[src/rtl/dpdc_pkg.sv]
// Package for the discharge and power-good delay configuration bank.
// Assumes a single 10 MHz core clock and an 8-bit register access port.
package dpdc_pkg;

    // ************************************************************
    // Register offsets, widths and reset values
    // ************************************************************
    localparam logic [7:0] OFS_DIS_GRP2  = 8'h41;
    localparam logic [7:0] OFS_DIS_GRP3  = 8'h42;
    localparam logic [7:0] OFS_PG_DLY1   = 8'h43;
    localparam int         RAIL_N        = 7;
    localparam int         FIELD_W       = 2;
    localparam int         DLY_W         = 3;
    localparam int         CNT_W         = 20;
    localparam int         GRP2_FIELDS   = 4;
    localparam int         GRP3_LSB      = 8;
    localparam int         GRP3_W        = 6;
    localparam logic [13:0] DIS_RST      = 14'h0000;
    localparam logic [2:0]  DLY_RST      = 3'h0;
    localparam logic [1:0]  DIS_NONE     = 2'h0;

    // Rail index = field index; field i sits at bits 2i+1:2i
    localparam int RAIL_BUCK_FIVE     = 0;
    localparam int RAIL_BUCK_SIX      = 1;
    localparam int RAIL_SWITCH_A_ONE  = 2;
    localparam int RAIL_AUX_LDO_TWO   = 3;
    localparam int RAIL_AUX_LDO_THREE = 4;
    localparam int RAIL_SWITCH_B_ONE  = 5;
    localparam int RAIL_SWITCH_B_TWO  = 6;

    // ************************************************************
    // Timing: delay figures in microseconds, clock in kHz
    // ************************************************************
    localparam longint CLK_KHZ  = 10000;
    localparam longint DLY_US_0 = 2500;
    localparam longint DLY_US_1 = 5000;
    localparam longint DLY_US_2 = 10000;
    localparam longint DLY_US_3 = 15000;
    localparam longint DLY_US_4 = 20000;
    localparam longint DLY_US_5 = 50000;
    localparam longint DLY_US_6 = 75000;
    localparam longint DLY_US_7 = 100000;
    localparam int unsigned DLY_CYC_0 = int'(DLY_US_0 * CLK_KHZ / 1000);
    localparam int unsigned DLY_CYC_1 = int'(DLY_US_1 * CLK_KHZ / 1000);
    localparam int unsigned DLY_CYC_2 = int'(DLY_US_2 * CLK_KHZ / 1000);
    localparam int unsigned DLY_CYC_3 = int'(DLY_US_3 * CLK_KHZ / 1000);
    localparam int unsigned DLY_CYC_4 = int'(DLY_US_4 * CLK_KHZ / 1000);
    localparam int unsigned DLY_CYC_5 = int'(DLY_US_5 * CLK_KHZ / 1000);
    localparam int unsigned DLY_CYC_6 = int'(DLY_US_6 * CLK_KHZ / 1000);
    localparam int unsigned DLY_CYC_7 = int'(DLY_US_7 * CLK_KHZ / 1000);

    // ************************************************************
    // Types
    // ************************************************************
    typedef enum logic [1:0] {
        O3_MODE_PG   = 2'h0,
        O3_MODE_LS   = 2'h1,
        O3_MODE_CTRL = 2'h2
    } dpdc_o3_mode_e;

    typedef struct packed {
        logic [7:0] addr;
        logic [7:0] wdata;
        logic       wr;
        logic       rd;
    } dpdc_reg_req_s;

endpackage : dpdc_pkg

[src/rtl/dpdc_pg_timer.sv]
// Power-good delay counter for the third general output.
// Assumes start is synchronous to core_clk and target is stable-ish.
`timescale 1ns/1ps
module dpdc_pg_timer
    import dpdc_pkg::*;
(
    input  wire logic             core_clk, // Core clock
    input  wire logic             sys_rst,  // Async reset, high
    input  wire logic             start,    // Condition met, level
    input  wire logic [CNT_W-1:0] target,   // Delay in cycles
    output logic                  done      // Delay expired, level
);

    logic [CNT_W-1:0] cnt;

    // ************************************************************
    // Count while condition holds; any drop restarts from zero
    // ************************************************************
    always_ff @(posedge core_clk or posedge sys_rst) begin
        if (sys_rst) begin
            cnt  <= '0;
            done <= 1'b0;
        end else if (!start) begin
            cnt  <= '0;
            done <= 1'b0;
        end else begin
            if (cnt < target) begin
                cnt <= cnt + 1'b1;
            end
            done <= (cnt >= target);
        end
    end

endmodule // dpdc_pg_timer

[src/rtl/dpdc_top.sv]
// Discharge select and power-good delay configuration bank.
// Assumes rail enables come from logic on core_clk; regulation and
// level-shifter inputs arrive from pins and are synchronised here.
`timescale 1ns/1ps
module dpdc_top
    import dpdc_pkg::*;
#(
    parameter int unsigned DLY0 = DLY_CYC_0, // 2.5 ms in cycles
    parameter int unsigned DLY1 = DLY_CYC_1, // 5 ms
    parameter int unsigned DLY2 = DLY_CYC_2, // 10 ms
    parameter int unsigned DLY3 = DLY_CYC_3, // 15 ms
    parameter int unsigned DLY4 = DLY_CYC_4, // 20 ms
    parameter int unsigned DLY5 = DLY_CYC_5, // 50 ms
    parameter int unsigned DLY6 = DLY_CYC_6, // 75 ms
    parameter int unsigned DLY7 = DLY_CYC_7  // 100 ms
)(
    input  wire logic               core_clk,       // 10 MHz clock
    input  wire logic               sys_rst,        // Async reset, high
    input  wire dpdc_reg_req_s      reg_req,        // Register request
    output logic [7:0]              reg_rdata,      // Read data
    input  wire logic [RAIL_N-1:0]  rail_enable,    // Rail enabled
    input  wire logic               rails_reg_pin,  // Grouped rails in reg
    input  wire logic               level_in_pin,   // Level shifter input
    input  wire dpdc_o3_mode_e      o3_mode,        // Output three usage
    input  wire logic               o3_ctrl_level,  // Software pin level
    input  wire logic               o3_vtt_use,     // Pin enables VTT LDO
    output logic [RAIL_N-1:0][2:0]  discharge_path, // One-hot 500/200/100
    output logic                    general_output_three, // Pin level
    output logic                    vtt_ldo_enable  // Termination enable
);

    // ************************************************************
    // Helpers
    // ************************************************************
    // Path enables: bit0 100 ohm, bit1 200 ohm, bit2 500 ohm
    function automatic logic [2:0] dis_decode(input logic [1:0] sel);
        case (sel)
            2'h1:    dis_decode = 3'h1;
            2'h2:    dis_decode = 3'h2;
            2'h3:    dis_decode = 3'h4;
            default: dis_decode = 3'h0;
        endcase
    endfunction

    localparam logic [CNT_W-1:0] DLY_TBL [8] = '{
        DLY0[CNT_W-1:0], DLY1[CNT_W-1:0], DLY2[CNT_W-1:0],
        DLY3[CNT_W-1:0], DLY4[CNT_W-1:0], DLY5[CNT_W-1:0],
        DLY6[CNT_W-1:0], DLY7[CNT_W-1:0]
    };

    logic [2*RAIL_N-1:0] fields;
    logic [2*RAIL_N-1:0] next_fields;
    logic [DLY_W-1:0]    dly_sel;
    logic [1:0]          reg_s1, reg_s2, reg_s3;
    logic [1:0]          sync_val;
    logic                timer_start;
    logic                pg_done;
    logic                wr_g2, wr_g3, wr_dly;

    assign wr_g2  = reg_req.wr && (reg_req.addr == OFS_DIS_GRP2);
    assign wr_g3  = reg_req.wr && (reg_req.addr == OFS_DIS_GRP3);
    assign wr_dly = reg_req.wr && (reg_req.addr == OFS_PG_DLY1);

    // ************************************************************
    // Discharge select fields
    // ************************************************************
    // Write first, then the enable override so hardware always wins
    always_comb begin
        next_fields = fields;
        if (wr_g2) begin
            next_fields[GRP3_LSB-1:0] = reg_req.wdata;
        end
        if (wr_g3) begin
            next_fields[GRP3_LSB +: GRP3_W] = reg_req.wdata[GRP3_W-1:0];
        end
        for (int i = 0; i < RAIL_N; i++) begin
            if (rail_enable[i]) begin
                next_fields[FIELD_W*i +: FIELD_W] = DIS_NONE;
            end
        end
    end

    always_ff @(posedge core_clk or posedge sys_rst) begin
        if (sys_rst) begin
            fields <= DIS_RST;
        end else begin
            fields <= next_fields;
        end
    end

    // Decoded resistor path enables, registered
    always_ff @(posedge core_clk or posedge sys_rst) begin
        if (sys_rst) begin
            discharge_path <= '0;
        end else begin
            for (int i = 0; i < RAIL_N; i++) begin
                discharge_path[i] <= dis_decode(fields[FIELD_W*i +: FIELD_W]);
            end
        end
    end

    // ************************************************************
    // Delay select and read-back
    // ************************************************************
    always_ff @(posedge core_clk or posedge sys_rst) begin
        if (sys_rst) begin
            dly_sel <= DLY_RST;
        end else if (wr_dly) begin
            dly_sel <= reg_req.wdata[DLY_W-1:0];
        end
    end

    // Unmapped offsets read as zero; data holds until the next read
    always_ff @(posedge core_clk or posedge sys_rst) begin
        if (sys_rst) begin
            reg_rdata <= 8'h00;
        end else if (reg_req.rd) begin
            case (reg_req.addr)
                OFS_DIS_GRP2: reg_rdata <= fields[GRP3_LSB-1:0];
                OFS_DIS_GRP3: reg_rdata <= {2'h0, fields[GRP3_LSB +: GRP3_W]};
                OFS_PG_DLY1:  reg_rdata <= {5'h00, dly_sel};
                default:      reg_rdata <= 8'h00;
            endcase
        end
    end

    // ************************************************************
    // Pin input synchronisers, accepted when stages two and three agree
    // ************************************************************
    always_ff @(posedge core_clk or posedge sys_rst) begin
        if (sys_rst) begin
            reg_s1   <= 2'h0;
            reg_s2   <= 2'h0;
            reg_s3   <= 2'h0;
            sync_val <= 2'h0;
        end else begin
            reg_s1 <= {level_in_pin, rails_reg_pin};
            reg_s2 <= reg_s1;
            reg_s3 <= reg_s2;
            for (int i = 0; i < 2; i++) begin
                if (reg_s2[i] == reg_s3[i]) begin
                    sync_val[i] <= reg_s3[i];
                end
            end
        end
    end

    // ************************************************************
    // Power-good delay and output three
    // ************************************************************
    // Timer idle when the pin is software-driven and not used for VTT
    always_comb begin
        timer_start = sync_val[0];
        if (o3_mode == O3_MODE_LS) begin
            timer_start = sync_val[0] && sync_val[1];
        end else if (o3_mode == O3_MODE_CTRL && !o3_vtt_use) begin
            timer_start = 1'b0;
        end
    end

    dpdc_pg_timer u_timer (
        .core_clk (core_clk),
        .sys_rst  (sys_rst),
        .start    (timer_start),
        .target   (DLY_TBL[dly_sel]),
        .done     (pg_done)
    );

    always_ff @(posedge core_clk or posedge sys_rst) begin
        if (sys_rst) begin
            general_output_three <= 1'b0;
            vtt_ldo_enable       <= 1'b0;
        end else begin
            vtt_ldo_enable <= o3_vtt_use && pg_done;
            case (o3_mode)
                O3_MODE_PG:   general_output_three <= pg_done;
                O3_MODE_LS:   general_output_three <= pg_done;
                O3_MODE_CTRL: general_output_three <= o3_ctrl_level;
                default:      general_output_three <= 1'b0;
            endcase
        end
    end

    // ************************************************************
    // Checks
    // ************************************************************
    logic [CNT_W-1:0] hold_cnt;

    // Cycles the start condition has held, for the delay check
    always_ff @(posedge core_clk or posedge sys_rst) begin
        if (sys_rst) begin
            hold_cnt <= '0;
        end else if (!timer_start) begin
            hold_cnt <= '0;
        end else if (hold_cnt != '1) begin
            hold_cnt <= hold_cnt + 1'b1;
        end
    end
endmodule // dpdc_top
[config.mk]
export PLATFORM = sky130hd
export DESIGN_NAME = dpdc_top
export DESIGN_NICKNAME = d
export VERILOG_FILES = /design/src/rtl/dpdc_pkg.sv /design/src/rtl/dpdc_pg_timer.sv /design/src/rtl/dpdc_top.sv
export SDC_FILE = /design/constraint.sdc
export NUM_CORES = 1
export LEC_CHECK = 0
export BUFFER_PORTS_ARGS = -buffer_cell sky130_fd_sc_hd__buf_2
export CAP_MARGIN = 20
export CORE_AREA = 2 2 90 92
export CTS_BUF_LIST = sky130_fd_sc_hd__clkbuf_8
export CTS_CLUSTER_SIZE = 10
export DETAILED_ROUTE_END_ITERATION = 8
export DIE_AREA = 0 0 92 94
export PLACE_DENSITY = 0.72
export SLEW_MARGIN = 20
export SYNTH_ARGS = -nofsm -noshare
export SYNTH_HDL_FRONTEND = slang
export SYNTH_SLANG_ARGS = --single-unit
[constraint.sdc]
create_clock -name core_clk -period 4 [get_ports core_clk]
set_input_delay 1.2 -clock core_clk [delete_from_list [all_inputs] [get_ports core_clk]]
set_output_delay 1.2 -clock core_clk [all_outputs]
set_load 0.01 [all_outputs]
# Yosys cells after proc, flatten, opt, wreduce, memory -nomap -nowiden
# Memories as Yosys holds them, arrays and structs flattened.
# Index checks and enable logic that the tools add are counted.
[classes]
add_sub_neg = 1
magnitude_cmp = 3
n_eq_ne = 29
n_mux = 25
bitwise = 1
n_reduce_logical = 16
[ops]
columns = ["operator", "n"]
rows = [
  ["2-to-1 mux 20 bit", 4],
  ["one-hot mux 3 bit (3 select lines)", 7],
  ["equality test 2 bit, second input constant", 15],
  ["equality test 8 x 7 -> 1 bit, second input constant", 3],
  ["one-hot mux 8 bit (3 select lines)", 1],
  ["adder 20 x 1 -> 20 bit, second input constant", 1],
  ["greater-or-equal comparator 20 bit", 1],
  ["less-than comparator 20 bit", 1],
  ["equality test 2 x 1 -> 1 bit, second input constant", 8],
  ["2-to-1 mux 2 bit", 7],
  ["nonzero test 2 bit", 7],
  ["2-to-1 mux 8 bit", 1],
  ["logical AND 1 bit", 6],
  ["2-to-1 mux 6 bit", 1],
  ["greater-or-equal comparator 4 bit, second input constant", 1],
  ["NOT 3 -> 4 bit", 1],
  ["2-to-1 mux 1 bit", 3],
  ["equality test 1 bit", 2],
  ["logical NOT 2 bit", 1],
  ["!= test 2 bit, second input constant", 1],
  ["one-hot mux 1 bit (2 select lines)", 1],
  ["OR reduction 2 bit", 1],
  ["logical NOT 1 bit", 1],
]
[totals]
register_bits = 77
mem_bits_ro = 160
out_inout_bits = 31
n_memories = 1
[memory_table]
columns = ["memory", "words", "width", "rd", "rd_ports_with_merged_regs", "wr", "line_no", "rtl"]
rows = [
  ["(name not given)", 8, 20, 1, 0, 0, "dpdc_top.sv:165", ".target (DLY_TBL[dly_sel]),"],
]

# Logic depth before layout (Yosys ltp)
[logic_depth]
ltp_word = 7
ltp_mapped = 13
depth_no_buf = 11

# Modules after synthesis
# A second synthesis with hierarchy kept.
[unflattened]
hier_cells = 419
area_unflattened_um2 = 4110.2
[modules_own_cells]
columns = ["mod", "instances", "cells_per_inst", "area_per_inst_um2", "seq_area_each_um2"]
rows = [
  ["dpdc_top", 1, 223, 2481.1, 1401.3],
  ["dpdc_pg_timer", 1, 196, 1629.1, 525.5],
]

# Worst setup path after synthesis
# OpenSTA, ideal clock, no wires.
[synth_path]
path_type = "flip-flop to flip-flop"
start = "reg dly_sel[0]"
end = "reg u_timer.cnt[14]"
setup_time_ns = 0.079
arrival_time_ns = 3.032
required_ns = 3.921
setup_slack_ns = 0.888
path_stages_with_launch = 13
synth_period_minus_slack_ns = 3.112
path_cell_list = "dfrtp_1 inv_1 ha_1 nor2b_1 a21oi_1 ha_1 and2_1 a221o_1 a221oi_4 o21ai_2 buf_4 nor4_2 mux2i_1"
[synth_via]
elab_chain_cells = 6
[synth_lines]
columns = ["element", "line_no", "rtl"]
rows = [
  ["from (decl)", "dpdc_top.sv:53", "logic [DLY_W-1:0] dly_sel;"],
  ["from (signal assigned)", "dpdc_top.sv:109", "dly_sel <= reg_req.wdata[DLY_W-1:0];"],
  ["NOT 3 -> 4 bit (implied by the code)", "dpdc_top.sv:165", ""],
  ["memory (8 x 20 bit)", "-", ""],
  ["2-to-1 mux 20 bit (implied by the code) (2 in series)", "dpdc_top.sv:165", ""],
  ["less-than comparator 20 bit", "dpdc_pg_timer.sv:27", "if (cnt < target) begin"],
  ["!= test 2 bit (no source line)", "-", ""],
  ["to (signal assigned)", "dpdc_pg_timer.sv:28", "cnt <= cnt + 1'b1;"],
  ["to (decl)", "dpdc_pg_timer.sv:14", "logic [CNT_W-1:0] cnt;"],
]
# No other way between the ends. The select of a mux whose other input is x is not followed.
# A chain may end at the register's enable or synchronous reset.

# Worst setup path after layout
[layout_path]
start = "reg dly_sel[0]"
end = "reg u_timer.cnt[9]"
# Same word-level chain as after synthesis.

==> results.tsv <==
stage	metric	value	unit
synthesis	synth_largest_area_cell	dfrtp_1	
critical_path	ff2ff_path_depth	11	
power_and_ir_drop	vdd_ir_drop_max	0.000211	V
place	detailedPlace.worstSlack	0.405	ns
synthesis	yosys_warnings	0	
critical_path	critical_path_class	reg2reg	
route	vias_per_cell	5.36	
critical_path	r2r_setup_slack	0.38	ns
place	dpl.cell_count	510	
global_routing	first_global_vias	2654	
route	routed.top_layer	met4	
route	met3_length	345	um
cts	insertion_delay	0.35	ns
timing	report.final.hold_viol_count	0	
worst_hold_path	hold_depth	0	
place	placed_cell_area	4240	sq um
route	first_pass_iters	4	
die	fp.dieW	92	um
place	port_buffers	63	
run_status	status	complete, no violations	
timing	worst_slack	0.376	ns
synthesis	synth_seq_cells	77	
die	rows	32	
cts	cts-root-buf	clkbuf_8	
cts	clock-sinks	77	
synthesis	async_flop_share	100	%
synthesis	synth_cell_types	45	
place	globalplace.congestion	0.834	
die	start_util	50.0	%
synthesis	synth_area_per_cell	10.9	sq um
synthesis	synth_area	3810	sq um
die	ios	64	
cts	postCtsSetupBuffers	0	
die	coreArea	7610	sq um
timing	slew_violations	0	
finish	finalNonFillerCells	526	
critical_path	cp-startpoint	dly_sel[0]$_DFFE_PP0P_	
route	ant_nets	0	
finish	n_antenna_cell	0	
global_routing	grt_max_degree	52	
critical_path	cp_data_arrival_time	3.89	ns
finish	nets	478	
global_routing	grt_pass1_wl	12500	um
finish	fillers	681	
synthesis	synth_area_leaders	dfrtp_1 (51%), ha_1 (8.5%), mux2i_1 (4.7%)	
cts	cts_tree	yes	
worst_hold_path	hold_path_startpoint	reg_s1[0]$_DFF_PP0_	
route	dr_total_vias	2817	
route	met2WireLength	3600	um
cts	cts_buffers	9	
power_and_ir_drop	leakagePower	2.24	nW
cts	clockBufferDepth	2	
synthesis	yosysMostFrequentCell	dfrtp_1	
worst_hold_path	hold_end	reg_s2[0]$_DFF_PP0_	
finish	multiInputGateArea	1770	sq um
critical_path	crit_fanout	21	
timing	worst_pin_slew	0.847	ns
finish	drive_gt1_share	23.8	%
cts	cts_resized	0	
timing	rsz0062_at_grt	no	
route	wire_per_inst	14.5	um
power_and_ir_drop	powerDensity	349	nW/um^2
synthesis	synth_top_area_share	50.6	%
job	max_cap_viol_count	0	
critical_path	reg2reg_to	u_timer.cnt[9]$_DFFE_PP0P_	
global_routing	gr-usage-all-layers	18.5	%
route	wl_met1	3560	um
synthesis	syn_inst	350	
route	drc	0	
critical_path	worstReg2RegStart	dly_sel[0]$_DFFE_PP0P_	
place	dp_hpwl	5730	um
finish	final-seq-area	1930	sq um
cts	cts_hold_buf	0	
die	die_area	8650	sq um
synthesis	synth_top_flop_cell	dfrtp_1	
critical_path	cp-end-kind	flop	
timing	finalHoldWorstSlack	0.355	ns
cts	ctsHtreeMaxLevel	3	
route	drt-initial-drc-count	118	
die	die_h	94	um
timing	setup_viol	0	
timing	fmax	276	MHz
finish	postLayoutCellArea	4460	sq um
synthesis	yosys-top-cells-count	dfrtp_1 (77), nor2_1 (29), ha_1 (26), o21ai_0 (19)	
global_routing	grt_overflow	0	
timing	fin_crit	3.62	ns
global_routing	antenna_found_initial	0	
timing	fin_setup_tns	0	ns
cts	clkSlewWorstSetupHoldPaths	0.08	ns
timing	relSlewSlack	43.4	%
critical_path	critical_path_required	4.27	ns
synthesis	syn_nets	409	
synthesis	seq_area_frac_synth	50.6	%
worst_hold_path	hold_path.class	reg2reg	
synthesis	synth-edff-count	0	
finish	syn_to_final_growth	17.3	%
route	drt_wl_total	7630	um
critical_path	cp-start-kind	flop	
timing	min_period_over_period	90.6	%
timing	skew	0.00931	ns
==> cells in the final DEF, fill, tap and decap left out, types with 3 or more instances in the layout <==
cell        n
clkbuf_8    9
dfrtp_1    77
a21oi_1    15
o21ai_0    19
nor2b_1    18
nand4_1    11
o22ai_1     3
mux2_2      7
a22oi_1     3
and4_1      3
or3_1       7
o2111ai_1   3
or4_1       3
and2_1     11
xor2_1      6
nor3_1      3
a22o_1      3
o211ai_1    5
inv_1      17
ha_1       26
mux2i_1    18
nand3_1    12
nor2_1     29
buf_2      63
nand2_1    17
buf_4       4
==> how the worst max path moves through the flow <==
stage	end	slack (ns)	cells after the start
2_1_floorplan	discharge_path[0]$_DFF_PP0_	0.83	1
3_3_place_gp	u_timer.cnt[9]$_DFFE_PP0P_	0.58	11
3_5_place_dp	u_timer.cnt[9]$_DFFE_PP0P_	0.40	11
4_1_cts	u_timer.cnt[9]$_DFFE_PP0P_	0.37	11
5_1_grt	u_timer.cnt[9]$_DFFE_PP0P_	0.14	11
6_report	u_timer.cnt[9]$_DFFE_PP0P_	0.38	11
==> where the power goes <==
| group | internal (mW) | switching, mW | total (mW) |
|---|---|---|---|
| Clock | 0.353 | 0.298 | 0.652 |
| Combinational | 0.0410 | 0.0658 | 0.107 |
| Sequential | 0.788 | 0.0107 | 0.799 |
==> area by class of cell <==
cell class	instances	area share [%]
flip-flops and latches	77	43.2
multi-input cells	246	39.7
repair buffers	67	7.74
well taps	102	2.86
clock buffers	9	2.78
clock inverters	7	2.19
inverters	18	1.54
==> stage by stage <==
step | power [mW] | utilization, %
after floorplan | 0.879 | -
after global placement | 0.919 | 55.7
after detailed placement | 0.922 | 55.7
after CTS | 1.57 | 58.7
after global routing | 1.61 | 58.7
final | 1.56 | 58.7
==> metal layers <==
layer  vias up  track usage [%]
met3        11             3.37
met4         0             8.71
met2        72             28.5
met1      1342             25.5
li1       1392                -
met5         -                0
==> worst max-delay path, cell delays in order, from the launching register on <==
cell and delay, ns:
dfrtp_1 0.51, inv_1 0.14, ha_1 0.35, nor2b_1 0.15, a21oi_1 0.18, ha_1 0.26
and2_1 0.15, a221o_1 0.34, a221oi_4 0.43, o21ai_2 0.30, or4_1 0.56, a21oi_1 0.15
==> kinds of logic after synthesis <==
logic type                 synth area share, %
and+or+nand+nor                           18.0
DFF                                       50.6
AOI/OAI and AO/OA                         11.0
adders and majority gates                 9.07
buffers and inverters                     2.79
muxes                                     6.80
xor gates and xnor gates                  1.61
==> sequential cells by signal (all words and copies together) (netlist names) <==
name	flops
discharge_path	21
dly_sel	3
fields	14
general_output_three	1
reg_rdata	8
reg_s1	2
reg_s2	2
reg_s3	2
sync_val	2
u_timer.cnt	20
u_timer.done	1
vtt_ldo_enable	1
(Power assumes the default switching activity.)
